$ cat config.mk
export PLATFORM = sky130hd
export DESIGN_NAME = calibration_otp_loader
export DESIGN_NICKNAME = d
export VERILOG_FILES = /design/src/calib_pkg.sv /design/src/calibration_otp_loader.sv /design/src/sync2.sv /design/src/otp_fetch.sv
export VERILOG_INCLUDE_DIRS = /design/src
export SDC_FILE = /design/constraint.sdc
export NUM_CORES = 1
export LEC_CHECK = 0
export ABC_AREA = 1
export BUFFER_PORTS_ARGS = -buffer_cell sky130_fd_sc_hd__buf_4
export CAP_MARGIN = 20
export CELL_PAD_IN_SITES_DETAIL_PLACEMENT = 1
export CELL_PAD_IN_SITES_GLOBAL_PLACEMENT = 1
export CORE_UTILIZATION = 35
export DETAILED_ROUTE_END_ITERATION = 8
export PLACE_DENSITY_LB_ADDON = 0.25
export RECOVER_POWER = 100
export SYNTH_ARGS = -nofsm -noshare
export SYNTH_HDL_FRONTEND = slang
export SYNTH_HIERARCHICAL = 1
export SYNTH_SLANG_ARGS = --single-unit
$ cat constraint.sdc
create_clock -name i_clk_sys -period 2.1 [get_ports i_clk_sys]
set_input_delay 0.63 -clock i_clk_sys [delete_from_list [all_inputs] [get_ports i_clk_sys]]
set_output_delay 0.63 -clock i_clk_sys [all_outputs]
set_load 0.03 [all_outputs]
$ cat src/calib_regs.svh
// offsets, field positions, reset values and counts of the calibration loader
`ifndef CALIB_REGS_SVH
`define CALIB_REGS_SVH

// =====================================================================
// otp word addresses, also the register offsets seen on the bus
`define OTP_IDENT_LOW       11'h000
`define OTP_IDENT_HIGH      11'h001
`define OTP_REG_TUNE_LOW    11'h004
`define OTP_REG_TUNE_HIGH   11'h005
`define OTP_PART_CODE       11'h006
`define OTP_LOT_CODE        11'h007
`define OTP_CH2_TX_POWER    11'h013
`define OTP_CH5_TX_POWER    11'h019
`define OTP_PULSE_COUNTS    11'h01b
`define OTP_ANTENNA_DELAYS  11'h01c
`define OTP_COMP_REFS       11'h01d
`define OTP_DELAY_TRIM      11'h01e
`define OTP_SERIAL_MODE     11'h400

// =====================================================================
// block registers
`define REG_CTRL            11'h020
`define REG_STATUS          11'h021
`define REG_MONITOR         11'h022
`define REG_TUNE_LOW        11'h023
`define REG_TUNE_HIGH       11'h024
`define REG_CONFIG          11'h025

// =====================================================================
// shadow entry indices, in fetch order
`define IDX_IDENT_LOW       4'h0
`define IDX_IDENT_HIGH      4'h1
`define IDX_PART_CODE       4'h2
`define IDX_LOT_CODE        4'h3
`define IDX_CH2_TX_POWER    4'h4
`define IDX_CH5_TX_POWER    4'h5
`define IDX_PULSE_COUNTS    4'h6
`define IDX_ANTENNA_DELAYS  4'h7
`define IDX_COMP_REFS       4'h8
`define IDX_DELAY_TRIM      4'h9
`define IDX_SERIAL_MODE     4'ha
`define IDX_TUNE_LOW        4'hb
`define IDX_TUNE_HIGH       4'hc
`define NUM_ENTRIES         13

// =====================================================================
// field positions and reset values
`define CTRL_TUNE_ON_WAKE   0
`define CTRL_AON_ENABLE     1
`define ST_BUSY             0
`define ST_IDENT_VALID      1
`define ST_TUNE_APPLIED     2
`define ST_ASLEEP           3
`define TRIM_MSB            4
`define TRIM_LSB            0
`define CTRL_RESET          32'h0000_0000
`define CONFIG_RESET        32'h0000_0000

`endif

$ cat src/calib_pkg.sv
// types shared by the calibration loader modules
package calib_pkg;

    typedef struct packed {
        logic        rd;
        logic [10:0] addr;
    } otp_req_t;

    typedef struct packed {
        logic       en;
        logic [3:0] idx;
    } otp_cap_t;

    typedef struct packed {
        logic [7:0] temp;
        logic [7:0] volt;
    } monitor_t;

    typedef enum logic [1:0] {
        F_IDLE  = 2'b00,
        F_RUN   = 2'b01,
        F_DRAIN = 2'b10
    } fetch_state_t;

endpackage

$ cat src/calibration_otp_loader.sv
// calibration loader: otp shadow registers, wake-time tune copy, always-on retention
//
// Summary of operation
// [RQ1] Every reset copies the 64-bit identifier from otp words 0x000/0x001 unaided.
// [RQ2] On wakeup, if enabled, the 40-bit regulator tune is copied from 0x004/0x005; the code does so only when retention is also enabled.
// [RQ3] Host programs channel 2 transmit power from all bytes of word 0x013.
// [RQ4] Host programs channel 5 transmit power from all bytes of word 0x019.
// [RQ5] Host takes pulse delay from word 0x01e, byte 3 channel 2, byte 2 channel 5.
// [RQ6] Host reads word 0x01d byte 0 as temperature, byte 1 as voltage reference.
// [RQ7] Host takes antenna delay from 0x01c: bytes 1:0 channel 5, 3:2 channel 2.
// [RQ8] Word 0x01e byte 0 bits 4:0 hold crystal trim, byte 1 otp revision.
// [RQ9] Word 0x01b holds pulse counts: channel 2 upper half, channel 5 lower half.
// [RQ10] The spi mode word lives at otp address 0x400.
// [RQ11] Always-on store keeps config while regulators are off, saved and restored.
// [RQ12] Supply voltage and die temperature monitor results are readable.
// [RQ13] Word 0x007 holds lot code, word 0x006 part code, both read-only.
// [RQ14] Host finishes channel otp reads and programming before enabling transmission.
`include "calib_regs.svh"

module calibration_otp_loader (
    input  wire logic                  i_clk_sys,
    input  wire logic                  i_nrst,
    // register port
    input  wire logic [10:0]           i_addr,
    input  wire logic [31:0]           i_wdata,
    input  wire logic                  i_wr,
    input  wire logic                  i_rd,
    output logic      [31:0]           o_rdata,
    // otp array, data valid the cycle after the read strobe
    output calib_pkg::otp_req_t        o_otp_req,
    input  wire logic [31:0]           i_otp_rdata,
    // power state and analog monitors, asynchronous
    input  wire logic                  i_sleep,
    input  wire logic [7:0]            i_mon_volt,
    input  wire logic [7:0]            i_mon_temp,
    // applied settings
    output logic      [63:0]           o_extended_unique_id,
    output logic      [39:0]           o_regulator_tune,
    output logic      [4:0]            o_crystal_trim,
    output logic                       o_busy
);

    // =================================================================
    // input synchronisers
    logic               sleep_s;
    logic               sleep_d_q;
    calib_pkg::monitor_t mon_s;

    sync2 #(.W(1)) u_sync_sleep (
        .i_clk_sys (i_clk_sys),
        .i_nrst    (i_nrst),
        .i_async   (i_sleep),
        .o_sync    (sleep_s)
    );

    // adc codes are assumed to move slowly; a torn sample lasts one cycle at most
    sync2 #(.W(16)) u_sync_mon (
        .i_clk_sys (i_clk_sys),
        .i_nrst    (i_nrst),
        .i_async   ({i_mon_temp, i_mon_volt}),
        .o_sync    (mon_s)
    );

    wire sleep_rise = sleep_s & ~sleep_d_q;
    wire wake_fall  = ~sleep_s & sleep_d_q;

    // =================================================================
    // state
    logic [31:0] shadow_q [`NUM_ENTRIES];
    logic [31:0] ctrl_q;
    logic [31:0] config_q;
    logic [31:0] aon_ctrl_q;
    logic [31:0] aon_config_q;
    logic        boot_q;
    logic        wake_pend_q;
    logic        run_wake_q;
    logic        ident_valid_q;
    logic        tune_applied_q;
    calib_pkg::monitor_t mon_q;

    // =================================================================
    // fetch sequencer
    calib_pkg::otp_cap_t cap;
    logic                fetch_busy;
    logic                fetch_start;
    logic [3:0]          first_idx;
    logic [3:0]          last_idx;

    // a boot load runs before any pending wake load
    assign fetch_start = ~fetch_busy & (boot_q | wake_pend_q);
    assign first_idx   = boot_q ? `IDX_IDENT_LOW : `IDX_TUNE_LOW;
    assign last_idx    = `IDX_TUNE_HIGH;

    // ctrl still reads as cleared at the wake edge, so the option is taken
    // from the retained copy that the same edge restores
    wire tune_on_wake = aon_ctrl_q[`CTRL_AON_ENABLE] ? aon_ctrl_q[`CTRL_TUNE_ON_WAKE]
                                                     : ctrl_q[`CTRL_TUNE_ON_WAKE];

    otp_fetch u_fetch (
        .i_clk_sys (i_clk_sys),
        .i_nrst    (i_nrst),
        .i_start   (fetch_start),
        .i_first   (first_idx),
        .i_last    (last_idx),
        .o_req     (o_otp_req),
        .o_cap     (cap),
        .o_busy    (fetch_busy)
    );

    // =================================================================
    // shadow capture and load control

    always_ff @(posedge i_clk_sys or negedge i_nrst)
    begin
        if (!i_nrst)
        begin
            for (int i = 0; i < `NUM_ENTRIES; i++)
                shadow_q[i] <= 32'h0000_0000;
        end
        else if (cap.en)
        begin
            shadow_q[cap.idx] <= i_otp_rdata; // RQ1 RQ9 RQ10 RQ13 RQ8
        end
    end

    always_ff @(posedge i_clk_sys or negedge i_nrst)
    begin
        if (!i_nrst)
        begin
            boot_q      <= 1'b1; // RQ1
            run_wake_q  <= 1'b0;
            wake_pend_q <= 1'b0;
        end
        else
        begin
            if (fetch_start)
            begin
                boot_q     <= 1'b0;
                run_wake_q <= ~boot_q;
            end
            // a wake arriving as a pending one starts still counts
            if (wake_fall && tune_on_wake)
                wake_pend_q <= 1'b1; // RQ2
            else if (fetch_start && !boot_q)
                wake_pend_q <= 1'b0;
        end
    end

    // =================================================================
    // identifier and tune application
    wire last_cap = cap.en & (cap.idx == `IDX_TUNE_HIGH);

    always_ff @(posedge i_clk_sys or negedge i_nrst)
    begin
        if (!i_nrst)
        begin
            ident_valid_q    <= 1'b0;
            tune_applied_q   <= 1'b0;
            o_regulator_tune <= 40'h00_0000_0000;
        end
        else
        begin
            if (cap.en && cap.idx == `IDX_IDENT_HIGH)
                ident_valid_q <= 1'b1; // RQ1
            if (last_cap && run_wake_q)
            begin
                o_regulator_tune <= {i_otp_rdata[7:0], shadow_q[`IDX_TUNE_LOW]}; // RQ2
                tune_applied_q   <= 1'b1;
            end
        end
    end

    // =================================================================
    // always-on store
    // volatile config is lost while regulators are off; the saved copy
    // comes back on wake only when retention was enabled at sleep entry
    wire ctrl_hit   = i_wr & (i_addr == `REG_CTRL) & ~sleep_s;
    wire config_hit = i_wr & (i_addr == `REG_CONFIG) & ~sleep_s;

    always_ff @(posedge i_clk_sys or negedge i_nrst)
    begin
        if (!i_nrst)
        begin
            sleep_d_q    <= 1'b0;
            ctrl_q       <= `CTRL_RESET;
            config_q     <= `CONFIG_RESET;
            aon_ctrl_q   <= `CTRL_RESET;
            aon_config_q <= `CONFIG_RESET;
        end
        else
        begin
            sleep_d_q <= sleep_s;
            if (sleep_rise)
            begin
                if (ctrl_q[`CTRL_AON_ENABLE])
                begin
                    aon_ctrl_q   <= ctrl_q; // RQ11
                    aon_config_q <= config_q; // RQ11
                end
                else
                begin
                    // without retention nothing stale may come back on wake
                    aon_ctrl_q   <= `CTRL_RESET;
                    aon_config_q <= `CONFIG_RESET;
                end
                ctrl_q   <= `CTRL_RESET;
                config_q <= `CONFIG_RESET;
            end
            else if (wake_fall && aon_ctrl_q[`CTRL_AON_ENABLE])
            begin
                ctrl_q   <= aon_ctrl_q; // RQ11
                config_q <= aon_config_q; // RQ11
            end
            else
            begin
                if (ctrl_hit)
                    ctrl_q <= i_wdata;
                if (config_hit)
                    config_q <= i_wdata;
            end
        end
    end

    // =================================================================
    // register read decode
    logic        rd_hit;
    logic [3:0]  rd_idx;
    logic [31:0] status_w;
    logic [31:0] reg_w;

    function automatic logic [4:0] entry_of(input logic [10:0] a);
        case (a)
            `OTP_IDENT_LOW:      entry_of = {1'b1, `IDX_IDENT_LOW};
            `OTP_IDENT_HIGH:     entry_of = {1'b1, `IDX_IDENT_HIGH};
            `OTP_REG_TUNE_LOW:   entry_of = {1'b1, `IDX_TUNE_LOW};
            `OTP_REG_TUNE_HIGH:  entry_of = {1'b1, `IDX_TUNE_HIGH};
            `OTP_PART_CODE:      entry_of = {1'b1, `IDX_PART_CODE};
            `OTP_LOT_CODE:       entry_of = {1'b1, `IDX_LOT_CODE};
            `OTP_CH2_TX_POWER:   entry_of = {1'b1, `IDX_CH2_TX_POWER};
            `OTP_CH5_TX_POWER:   entry_of = {1'b1, `IDX_CH5_TX_POWER};
            `OTP_PULSE_COUNTS:   entry_of = {1'b1, `IDX_PULSE_COUNTS};
            `OTP_ANTENNA_DELAYS: entry_of = {1'b1, `IDX_ANTENNA_DELAYS};
            `OTP_COMP_REFS:      entry_of = {1'b1, `IDX_COMP_REFS};
            `OTP_DELAY_TRIM:     entry_of = {1'b1, `IDX_DELAY_TRIM};
            `OTP_SERIAL_MODE:    entry_of = {1'b1, `IDX_SERIAL_MODE};
            default:             entry_of = 5'h00;
        endcase
    endfunction

    assign {rd_hit, rd_idx} = entry_of(i_addr); // RQ13

    // busy and asleep follow live levels; the valid and applied bits stay set
    always_comb
    begin
        status_w                   = 32'h0000_0000;
        status_w[`ST_BUSY]         = fetch_busy;
        status_w[`ST_IDENT_VALID]  = ident_valid_q;
        status_w[`ST_TUNE_APPLIED] = tune_applied_q;
        status_w[`ST_ASLEEP]       = sleep_s;
    end

    always_comb
    begin
        reg_w = 32'h0000_0000;
        if (rd_hit)
            reg_w = shadow_q[rd_idx];
        else
        begin
            case (i_addr)
                `REG_CTRL:      reg_w = ctrl_q;
                `REG_STATUS:    reg_w = status_w;
                `REG_MONITOR:   reg_w = {16'h0000, mon_q}; // RQ12
                `REG_TUNE_LOW:  reg_w = o_regulator_tune[31:0];
                `REG_TUNE_HIGH: reg_w = {24'h00_0000, o_regulator_tune[39:32]};
                `REG_CONFIG:    reg_w = config_q;
                default:        reg_w = 32'h0000_0000;
            endcase
        end
    end

    // =================================================================
    // applied settings and read data
    always_ff @(posedge i_clk_sys or negedge i_nrst)
    begin
        if (!i_nrst)
        begin
            o_rdata              <= 32'h0000_0000;
            mon_q                <= '0;
            o_extended_unique_id <= 64'h0000_0000_0000_0000;
            o_crystal_trim       <= 5'h00;
            o_busy               <= 1'b0;
        end
        else
        begin
            o_rdata  <= i_rd ? reg_w : 32'h0000_0000;
            mon_q    <= mon_s; // RQ12
            o_busy   <= fetch_busy | boot_q;
            o_extended_unique_id <= {shadow_q[`IDX_IDENT_HIGH], shadow_q[`IDX_IDENT_LOW]}; // RQ1
            o_crystal_trim <= shadow_q[`IDX_DELAY_TRIM][`TRIM_MSB:`TRIM_LSB]; // RQ8
        end
    end

endmodule // calibration_otp_loader

$ cat src/sync2.sv
// two flip-flop synchroniser for levels arriving from outside the clock domain
module sync2 #(
    parameter int W = 1
) (
    input  wire logic         i_clk_sys,
    input  wire logic         i_nrst,
    input  wire logic [W-1:0] i_async,
    output logic      [W-1:0] o_sync
);
    logic [W-1:0] meta_q;

    always_ff @(posedge i_clk_sys or negedge i_nrst)
    begin
        if (!i_nrst)
        begin
            meta_q <= '0;
            o_sync <= '0;
        end
        else
        begin
            meta_q <= i_async;
            o_sync <= meta_q;
        end
    end
endmodule // sync2

$ cat src/otp_fetch.sv
// walks a range of shadow entries, one otp read per cycle, data one cycle later
`include "calib_regs.svh"

module otp_fetch (
    input  wire logic               i_clk_sys,
    input  wire logic               i_nrst,
    input  wire logic               i_start,
    input  wire logic [3:0]         i_first,
    input  wire logic [3:0]         i_last,
    output calib_pkg::otp_req_t     o_req,
    output calib_pkg::otp_cap_t     o_cap,
    output logic                    o_busy
);
    calib_pkg::fetch_state_t state_q;
    logic [3:0]              idx_q;
    logic [3:0]              last_q;
    logic [3:0]              req_idx_q;
    logic [10:0]             addr_w;

    function automatic logic [10:0] addr_of(input logic [3:0] idx);
        case (idx)
            `IDX_IDENT_LOW:      addr_of = `OTP_IDENT_LOW;
            `IDX_IDENT_HIGH:     addr_of = `OTP_IDENT_HIGH;
            `IDX_PART_CODE:      addr_of = `OTP_PART_CODE;
            `IDX_LOT_CODE:       addr_of = `OTP_LOT_CODE;
            `IDX_CH2_TX_POWER:   addr_of = `OTP_CH2_TX_POWER;
            `IDX_CH5_TX_POWER:   addr_of = `OTP_CH5_TX_POWER;
            `IDX_PULSE_COUNTS:   addr_of = `OTP_PULSE_COUNTS;
            `IDX_ANTENNA_DELAYS: addr_of = `OTP_ANTENNA_DELAYS;
            `IDX_COMP_REFS:      addr_of = `OTP_COMP_REFS;
            `IDX_DELAY_TRIM:     addr_of = `OTP_DELAY_TRIM;
            `IDX_SERIAL_MODE:    addr_of = `OTP_SERIAL_MODE;
            `IDX_TUNE_LOW:       addr_of = `OTP_REG_TUNE_LOW;
            default:             addr_of = `OTP_REG_TUNE_HIGH;
        endcase
    endfunction

    assign addr_w = addr_of(idx_q);

    always_ff @(posedge i_clk_sys or negedge i_nrst)
    begin
        if (!i_nrst)
        begin
            state_q <= calib_pkg::F_IDLE;
            idx_q   <= 4'h0;
            last_q  <= 4'h0;
            req_idx_q <= 4'h0;
            o_req   <= '0;
            o_cap   <= '0;
            o_busy  <= 1'b0;
        end
        else
        begin
            o_req.rd <= 1'b0;
            o_cap.en <= o_req.rd;
            o_cap.idx <= req_idx_q;
            case (state_q)
                calib_pkg::F_IDLE:
                begin
                    if (i_start)
                    begin
                        idx_q   <= i_first;
                        last_q  <= i_last;
                        o_busy  <= 1'b1;
                        state_q <= calib_pkg::F_RUN;
                    end
                end
                calib_pkg::F_RUN:
                begin
                    // one read per cycle; the entry index rides along to the capture
                    o_req.rd   <= 1'b1;
                    o_req.addr <= addr_w;
                    req_idx_q  <= idx_q;
                    if (idx_q == last_q)
                        state_q <= calib_pkg::F_DRAIN;
                    else
                        idx_q <= idx_q + 4'h1;
                end
                calib_pkg::F_DRAIN:
                begin
                    // busy stays high until the last word has been captured
                    if (!o_cap.en && !o_req.rd)
                    begin
                        o_busy  <= 1'b0;
                        state_q <= calib_pkg::F_IDLE;
                    end
                end
                default: state_q <= calib_pkg::F_IDLE;
            endcase
        end
    end
endmodule // otp_fetch

==> results of run 1 <==
## cell type report
class                           count  area [um^2]
Timing Repair Buffer              541         4520
Multi-Input combinational cell   2366        11700
Timing Repair inverter              1         6.26
Tap cell                         1254         1570
Clock buffer                      127         2570
Clock inverter                     32          410
Inverter                          290         1120
Fill cell                       10800        52300
Sequential cell                   769        19200
## synth_stat cells (2+ instances only)
cell type  number
nor2_2          5
clkbuf_1      191
buf_1          13
nand2_4         4
nor2_4          2
o221ai_1       13
o21ai_0       417
mux2_2         27
nand2_1       763
nand4_1       165
inv_1         270
nand3_1       388
o21ai_2         2
nor2_1        182
a31oi_1         3
o21ai_1        30
nand2_2         4
o22ai_1       136
nand3_4         2
ha_1            5
dfrtp_1       768
buf_4          13
buf_6           2
conb_1          3
buf_2          86
a211o_1         3
a21oi_1       181
inv_2          18
o31ai_1         4
o2111ai_1       3
or2_2           2
o211ai_1        6
## registers in the layout, indices dropped and copies added, names as in the netlist, 5 cells and up
name	flops
config_q	32
aon_config_q	32
u_fetch/o_req	7
ctrl_q	32
shadow_q	416
mon_q	16
u_fetch/o_cap	5
aon_ctrl_q	32
u_sync_mon/o_sync	16
o_regulator_tune	40
u_sync_mon/meta_q	16
o_extended_unique_id	64
o_rdata	32
o_crystal_trim	5
## critical path: stages
cell     delay, ns
buf_4         0.12
nor2_1        0.10
buf_4         0.15
nand2_1       0.09
nor2_4        0.17
o21ai_4       0.13
nand3_4       0.13
buf_12        0.14
buf_6         0.12
buf_12        0.10
buf_12        0.12
nand2_1       0.07
nand3_1       0.08
nand3_1       0.09
nand3_1       0.16
nand2_1       0.08
a21oi_1       0.12
## kinds of logic (layout without fill, tap and decap cells)
logic type               after synthesis  in the layout  synth area share (%)
buffers and inverters                595            991                  7.29
other                                  3             10                0.0340
AO/OA/AOI/OAI                        804            804                  13.1
multiplexers                          27             27                 0.919
AND/OR/NAND/NOR                     1520           1520                  20.3
adder cells (fa/ha/maj)                5              5                 0.189
flip-flops                           769            769                  58.2
## per-layer routing
metal | GRT usage, % | vias up | routed length [um]
met5 | 0 | - | 0
met4 | 9.29 | 0 | 4670
met3 | 2.72 | 204 | 3900
met2 | 43.7 | 554 | 61400
met1 | 30.7 | 14500 | 49200
li1 | - | 13200 | -
## power breakdown
group	switching (mW)	leakage [nW]	internal [mW]	total (mW)
registers	3.68	8.95	20.3	23.9
clock network	6.31	1.48	9.58	15.9
logic	8.53	9.29	4.48	13.0
total	18.5	19.7	34.3	52.8
## per-stage QoR
| step | std cells | power, mW | hold WS (ns) | instance area, um^2 | TNS [ns] |
|---|---|---|---|---|---|
| after floorplan | 3730 | 32.0 | 0.331 | 33100 | -0.0167 |
| after global placement | 5189 | 37.5 | 0.331 | 38300 | -40.18 |
| after detailed placement | 5189 | 38.2 | 0.336 | 38300 | -43.94 |
| after CTS | 5355 | 54.3 | 0.0702 | 41400 | -0.0117 |
| after global routing | 5380 | 56.0 | 0.103 | 41200 | -0.127 |
| final | 5380 | 52.8 | 0.126 | 41200 | 0 |
## path summary, 6_finish.rpt
| kind | endpoint | slack (ns) | cells past startpoint |
|---|---|---|---|
| max | o_rdata[25] | 0.03 | 17 |
| min | u_sync_mon/meta_q[8] | 0.13 | 1 |
| max reg2reg | aon_ctrl_q[11] | 0.12 | 5 |
| min reg2reg | mon_q[4] | 0.34 | 0 |
| max in group asynchronous | aon_ctrl_q[3] | 0.15 | 4 |
| min in group asynchronous | shadow_q[377] | 0.69 | 2 |
## what timing repair did
item | 4_1_cts | 5_1_grt
cloned | 0 | 8
hold buffers | 1 | 0
setup endpoints to repair | 32 | 32
endpoints found under the hold margin | 4 | 0
buffers inserted | 6 | 18
resized for setup | 15 | 60
pin swaps | 1 | 4
==> results.yml, run 1 <==
yosys:
  synth.top_cell.area_share_pct: 58.1
  seq_area_frac_synth_pct: 58.2
  synth_area_mm2: 0.0331
  synthDistinctLibCells: 44
  ys_warn_count: 6
  synthArstFlopShare_pct: 100
  avgSynthCellArea_um2: 8.89
  syn-instance-count: 3723
  ys.flop_type: "dfrtp_1"
  synthTopCellsByArea: "dfrtp_1 (58%), nand2_1 (8.7%), o21ai_0 (6.3%), nand3_1 (5.9%), nand4_1 (3.1%)"
  synth-edff-count: 0
  synth-seq-cells: 769
  yosysTopAreaCell: "dfrtp_1"
sta:
  setup_ws_ns: 0.0270
  worst_pin_slew_ns: 0.949
  drv_slew: 0
  fmax_ghz: 0.482
  fin_crit_sh_pct: 98.7
  setup_viol: 0
  hold_viol_final: 0
  slew_headroom_pct: 36.7
  post-route-min-period_ns: 2.07
  rsz0062_at_grt: "yes"
  finClkSkew_ns: 0.0286
routing:
  ant_nets: 0
  remaining_drc_errors: 0
  drtIter0Drc: 1804
  vias: 28500
  wire_per_inst_um: 22.2
  via_per_inst: 5.29
  dr.pass1.iters: 5
  drt-total-wl_mm: 119
layout:
  syn_to_final_growth_pct: 24.4
  utilization_pct: 44.0
  diodes: 0
  finalNetCount: 4157
  drive_gt1_share_pct: 17.6
  final_common_cell: "dfrtp_1"
  mostFrequentLayoutCells: "dfrtp_1 (768), nand2_1 (755), o21ai_0 (411)"
global_route:
  grt_max_degree: 100
  grt_pass1_wl_mm: 181
  grt_pass1_vias: 29600
  antenna_found_initial: 0
  track_usage_pct: 24.6
  grt_overflow: 0
die:
  start_util_pct: 35.4
  die_width_um: 309
  die_y_um: 309
  coreArea_mm2: 0.0935
  ios: 250
  num_rows: 112
  die-area_mm2: 0.0958
setup_path:
  crit_start: "i_addr[7]"
  worst-path-max-fanout: 12
  crit_arrival_ns: 2.62
  startpoint_type: "primary input"
  endpoint_kind: "flop"
  reg2reg_from: "u_sync_sleep/o_sync"
  crit_type: "primary input to flop"
  critPathRequiredTime_ns: 2.65
placement:
  pre_cts_ws_ns: -0.780
  port_buffers: 244
  hpwlAfterDp_mm: 81.7
  place_congestion: 0.857
power:
  max-vdd-ir-drop_mv: 0.682
  p_per_area_mw_per_mm2: 1280
  leakage_nw: 19.7
clocking:
  cts_buffer_depth: 3
  clk_latency_ns: 0.64
  cts_root_buffer: "clkbuf_16"
  clkTransAtPathRegs_ns: 0.06
  htreeDepth: 3
  cts_tree: "yes"
  numClockSinks: 769
  numCtsBuffers: 87
worst_hold_path:
  min-delay-start: "i_mon_temp[0]"
  hold_path.class: "primary input to flop"
run:
  cap_violations: 0
status:
  outcome: "finished clean"
(Power assumes the default switching activity.)
==> run 2, diff against run 1 <==
--- a/config.mk
+++ b/config.mk
@@ -12,6 +12,7 @@
 export CELL_PAD_IN_SITES_DETAIL_PLACEMENT = 1
 export CELL_PAD_IN_SITES_GLOBAL_PLACEMENT = 1
 export CORE_UTILIZATION = 35
+export CTS_BUF_LIST = sky130_fd_sc_hd__clkbuf_16
 export DETAILED_ROUTE_END_ITERATION = 8
 export PLACE_DENSITY_LB_ADDON = 0.25
 export RECOVER_POWER = 100
==> results.yml, run 2 (synthesis gave the netlist of run 1 again) <==
status:
  outcome: "finished clean"
sta:
  holdWs_ns: 0.125
  rsz0062_at_grt: "yes"
  post-route-min-period_ns: 2.10
  drv_slew: 0
  finClkSkew_ns: 0.0267
  hold_viol_final: 0
  fin_crit_sh_pct: 99.9
  setup_viol: 0
  slew_headroom_pct: 36.6
  setup_ws_ns: 0.00287
  fmax_ghz: 0.477
  worst_pin_slew_ns: 0.952
setup_path:
  startpoint_type: "primary input"
  crit_arrival_ns: 2.65
  crit_start: "i_addr[7]"
  rr_endpoint: "aon_config_q[13]"
  endpoint: "o_rdata[25]"
  critPathRequiredTime_ns: 2.65
  reg2regPathDepth: 5
  endpoint_kind: "flop"
  worst-path-max-fanout: 11
  reg2reg_from: "u_sync_sleep/o_sync"
  crit_type: "primary input to flop"
  rrSetupSlack_ns: 0.07
layout:
  nFillCells: 10800
  reg.largest.list: "shadow_q x416, o_extended_unique_id x64, o_regulator_tune x40"
  top_register: "shadow_q"
  register_area_mm2: 0.0192
  multi_input_area_mm2: 0.0117
  finalNetCount: 4155
  syn_to_final_growth_pct: 23.4
  largest_reg_flops: 416
  mostFrequentLayoutCells: "dfrtp_1 (768), nand2_1 (753), o21ai_0 (415)"
  final_common_cell: "dfrtp_1"
  drive_gt1_share_pct: 16.8
  diodes: 0
power:
  p_per_area_mw_per_mm2: 1270
  max-vdd-ir-drop_mv: 0.637
  leakage_nw: 19.6
  power_mw: 51.9
placement:
  place_congestion: 0.857
  hpwlAfterDp_mm: 81.7
  pre_cts_ws_ns: -0.780
  port_buffers: 244
global_route:
  grt_pass1_vias: 29600
  antenna_found_initial: 0
  track_usage_pct: 24.7
  grt_overflow: 0
  grt_pass1_wl_mm: 181
  grt_max_degree: 100
clocking:
  htreeDepth: 3
  cts_buffer_depth: 3
  numClockSinks: 769
  numCtsBuffers: 87
  cts_root_buffer: "clkbuf_16"
  cts_tree: "yes"
  clkTransAtPathRegs_ns: 0.06
  clk_latency_ns: 0.64
run:
  cap_violations: 0
routing:
  drtIter0Drc: 1672
  remaining_drc_errors: 0
  vias: 28400
  dr.pass1.iters: 5
  via_per_inst: 5.28
  wire_per_inst_um: 22.1
  drt-total-wl_mm: 119
  ant_nets: 0
die:
  start_util_pct: 35.4
  die_y_um: 309
  num_rows: 112
  coreArea_mm2: 0.0935
  ios: 250
  die_width_um: 309
  die-area_mm2: 0.0958
worst_hold_path:
  hold_path.class: "primary input to flop"
==> run 2: what timing repair did <==
item,in CTS,in global routing
pin swaps,2,4
hold buffers,1,0
gates cloned,0,7
gates resized for setup,14,44
buffers inserted,6,17
endpoints found under the hold margin,4,0
setup endpoints to repair,32,32
==> run 2: power by group <==
part	switching (mW)	total (mW)	internal, mW	leakage, nW
registers	3.67	23.9	20.3	8.95
clock network	6.28	15.0	8.69	1.43
logic	8.53	13.0	4.48	9.25
total	18.5	51.9	33.4	19.6
==> run 2: final cells by class <==
type,instances,share of cell area (%)
Tap cell,1254,3.84
Multi-Input combinational cell,2366,28.6
Timing Repair Buffer,539,10.9
Clock inverter,71,1.36
Timing Repair inverter,1,0.0153
Clock buffer,88,5.39
Inverter,290,2.75
Sequential cell,769,47.1
==> run 2: per-stage QoR <==
stage	area, um^2	setup TNS [ns]	std cells	utilization, %
CTS	41200	-0.000381	5355	44.0
floorplan	33100	-0.0167	3730	-
global route	40800	-1.15	5378	43.7
detailed placement	38300	-43.94	5189	41.0
global placement	38300	-40.18	5189	41.0
finish	40800	0	5378	43.7
==> run 2: worst max-delay path, cell delays in order <==
cell and delay [ns]:
buf_4 0.12, nor2_1 0.10, buf_4 0.14, nand2_2 0.07, nor2_4 0.20, buf_12 0.14
nand2_8 0.06, nand3_4 0.09, buf_6 0.16, buf_12 0.15, buf_12 0.13, nand2_1 0.11
nand3_1 0.10, nand3_1 0.08, nand3_1 0.16, nand2_1 0.08, a21oi_1 0.12
==> run 2: layer usage <==
metal	share of wire (%)	track usage (%)	vias to the layer above
met1	41	30.7	14500
met3	3.2	2.71	194
met4	3.8	9.26	0
met5	0	0	-
met2	52	43.8	517
li1	-	-	13200
==> run 2: worst min path at each step <==
stage | startpoint | end | slack (ns) | cells after the start
floorplan | i_nrst | aon_config_q[0] | 0.33 | 0
global placement | u_sync_mon/meta_q[8] | u_sync_mon/o_sync[8] | 0.33 | 0
detailed placement | u_sync_mon/meta_q[4] | u_sync_mon/o_sync[4] | 0.34 | 0
CTS | i_mon_temp[0] | u_sync_mon/meta_q[8] | 0.07 | 1
global route | i_mon_temp[0] | u_sync_mon/meta_q[8] | 0.10 | 1
finish | i_mon_temp[0] | u_sync_mon/meta_q[8] | 0.12 | 1
==> run 3, diff against run 2 <==
--- a/config.mk
+++ b/config.mk
@@ -9,8 +9,6 @@
 export ABC_AREA = 1
 export BUFFER_PORTS_ARGS = -buffer_cell sky130_fd_sc_hd__buf_4
 export CAP_MARGIN = 20
-export CELL_PAD_IN_SITES_DETAIL_PLACEMENT = 1
-export CELL_PAD_IN_SITES_GLOBAL_PLACEMENT = 1
 export CORE_UTILIZATION = 35
 export CTS_BUF_LIST = sky130_fd_sc_hd__clkbuf_16
 export DETAILED_ROUTE_END_ITERATION = 8
==> results.yml, run 3 (synthesis gave the netlist of run 1 again) <==
status:
  outcome: "finished clean"
routing:
  via_per_inst: 5.21
  drt-total-wl_mm: 109
  dr.pass1.iters: 5
  drtIter0Drc: 2558
  wire_per_inst_um: 20.5
  remaining_drc_errors: 0
  ant_nets: 0
  vias: 27800
die:
  num_rows: 112
  ios: 250
  die_y_um: 309
  start_util_pct: 35.4
  coreArea_mm2: 0.0935
  die-area_mm2: 0.0958
  die_width_um: 309
clocking:
  cts_tree: "yes"
  numCtsBuffers: 86
  cts_root_buffer: "clkbuf_16"
  clk_latency_ns: 0.65
  cts_buffer_depth: 3
  numClockSinks: 769
  clkTransAtPathRegs_ns: 0.06
  htreeDepth: 3
setup_path:
  cp_slowest_stage_delay_ns: 0.50
  slowest_stage: "dfrtp_1"
  timing.critical_path.buf_inv: 1
  reg2regPathDepth: 8
  startpoint_type: "flop"
  cpLargestDelayFamily: "flip-flops"
  path_depth: 1
  critPathRequiredTime_ns: 1.47
  cp_cell_sequence: "clkbuf_2"
  worst-path-max-fanout: 3
  crit_arrival_ns: 1.41
  crit_type: "flop to output pin"
  endpoint_kind: "output pin"
sta:
  setup_viol: 0
  post-route-min-period_ns: 2.04
  finClkSkew_ns: 0.0273
  fin_crit_sh_pct: 97.1
  worst_pin_slew_ns: 1.10
  drv_slew: 0
  holdWs_ns: 0.115
  slew_headroom_pct: 26.9
  fmax_ghz: 0.490
  setup_ws_ns: 0.0599
  hold_viol_final: 0
placement:
  place_congestion: 0.913
  pre_cts_ws_ns: -0.655
  placed_cell_area_mm2: 0.0380
  port_buffers: 244
  hpwlAfterDp_mm: 76.4
power:
  max-vdd-ir-drop_mv: 0.639
  p_per_area_mw_per_mm2: 1270
  leakage_nw: 19.3
layout:
  largest_reg_flops: 416
  fin_area_mm2: 0.0401
  multi_input_area_mm2: 0.0115
  finalNetCount: 4104
  diodes: 0
  register_area_mm2: 0.0192
  nFillCells: 9356
  reg.largest.list: "shadow_q x416, o_extended_unique_id x64, o_regulator_tune x40"
  mostFrequentLayoutCells: "dfrtp_1 (768), nand2_1 (759), o21ai_0 (416)"
  top_register: "shadow_q"
  final_common_cell: "dfrtp_1"
  syn_to_final_growth_pct: 21.2
  drive_gt1_share_pct: 15.7
global_route:
  track_usage_pct: 22.7
  antenna_found_initial: 1
  grt_overflow: 0
  grt_max_degree: 66
  grt_pass1_wl_mm: 167
  grt_pass1_vias: 27100
worst_hold_path:
  hold_depth: 1
  hold_path.class: "primary input to flop"
run:
  cap_violations: 0
-- run 3: cell types whose count changed in the layout (fill, tap and decap cells not counted), moves of 6 or more --
| cell | change |
|---|---|
| buf_6 | -8 |
| clkbuf_1 | -24 |
| clkbuf_2 | +28 |
| nand3_2 | -20 |
| nand3_1 | +21 |
| buf_4 | -35 |
| nand2_1 | +6 |
| buf_12 | -6 |
-- run 3: metal layers --
metal  part of all wire [%]  GRT usage [%]
met3                    4.5           2.68
met1                     41           29.0
met5                      0              0
met4                    3.7           8.51
met2                     51           39.4
-- run 3: cell type report --
class | instances | area share [%]
Clock inverter | 69 | 1.23
Tap cell | 1254 | 3.91
Inverter | 290 | 2.76
Timing Repair Buffer | 490 | 9.81
Multi-Input combinational cell | 2366 | 28.8
Sequential cell | 769 | 48.0
Clock buffer | 88 | 5.49
-- run 3: stage by stage --
stage          setup TNS (ns)  total power, mW  cells  util (%)
2_1_floorplan         -0.0167             32.0   3730         -
3_3_place_gp           -40.38             37.4   5159      40.7
3_5_place_dp           -38.58             37.8   5159      40.7
4_1_cts                     0             52.5   5317      43.6
5_1_grt              -0.00351             54.3   5326      42.9
6_report                    0             51.1   5326      42.9
-- run 3: worst paths after layout --
| path | startpoint | to | slack [ns] |
|---|---|---|---|
| setup / recovery | o_regulator_tune[32] | o_regulator_tune[32] | 0.06 |
| hold reg to reg | u_sync_mon/o_sync[13] | mon_q[13] | 0.34 |
| min in group asynchronous | i_nrst | config_q[9] | 0.72 |
| hold / removal | i_mon_volt[0] | u_sync_mon/meta_q[0] | 0.11 |
| max in group asynchronous | i_nrst | shadow_q[26] | 0.18 |
| setup reg to reg | sleep_d_q | config_q[1] | 0.20 |
-- run 3: where the power goes --
group	switching, mW	internal (mW)	total [mW]
sequential	3.56	20.2	23.8
combinational	8.20	4.49	12.7
clock	6.24	8.33	14.6
total	18.0	33.1	51.1
-- run 3: timing repair --
| action | CTS | global route |
|---|---|---|
| gates resized for setup | 0 | 19 |
| setup endpoints to repair | 0 | 30 |
| endpoints found under the hold margin | 14 | 0 |
| setup buffers | 0 | 4 |
| hold buffers | 1 | 0 |
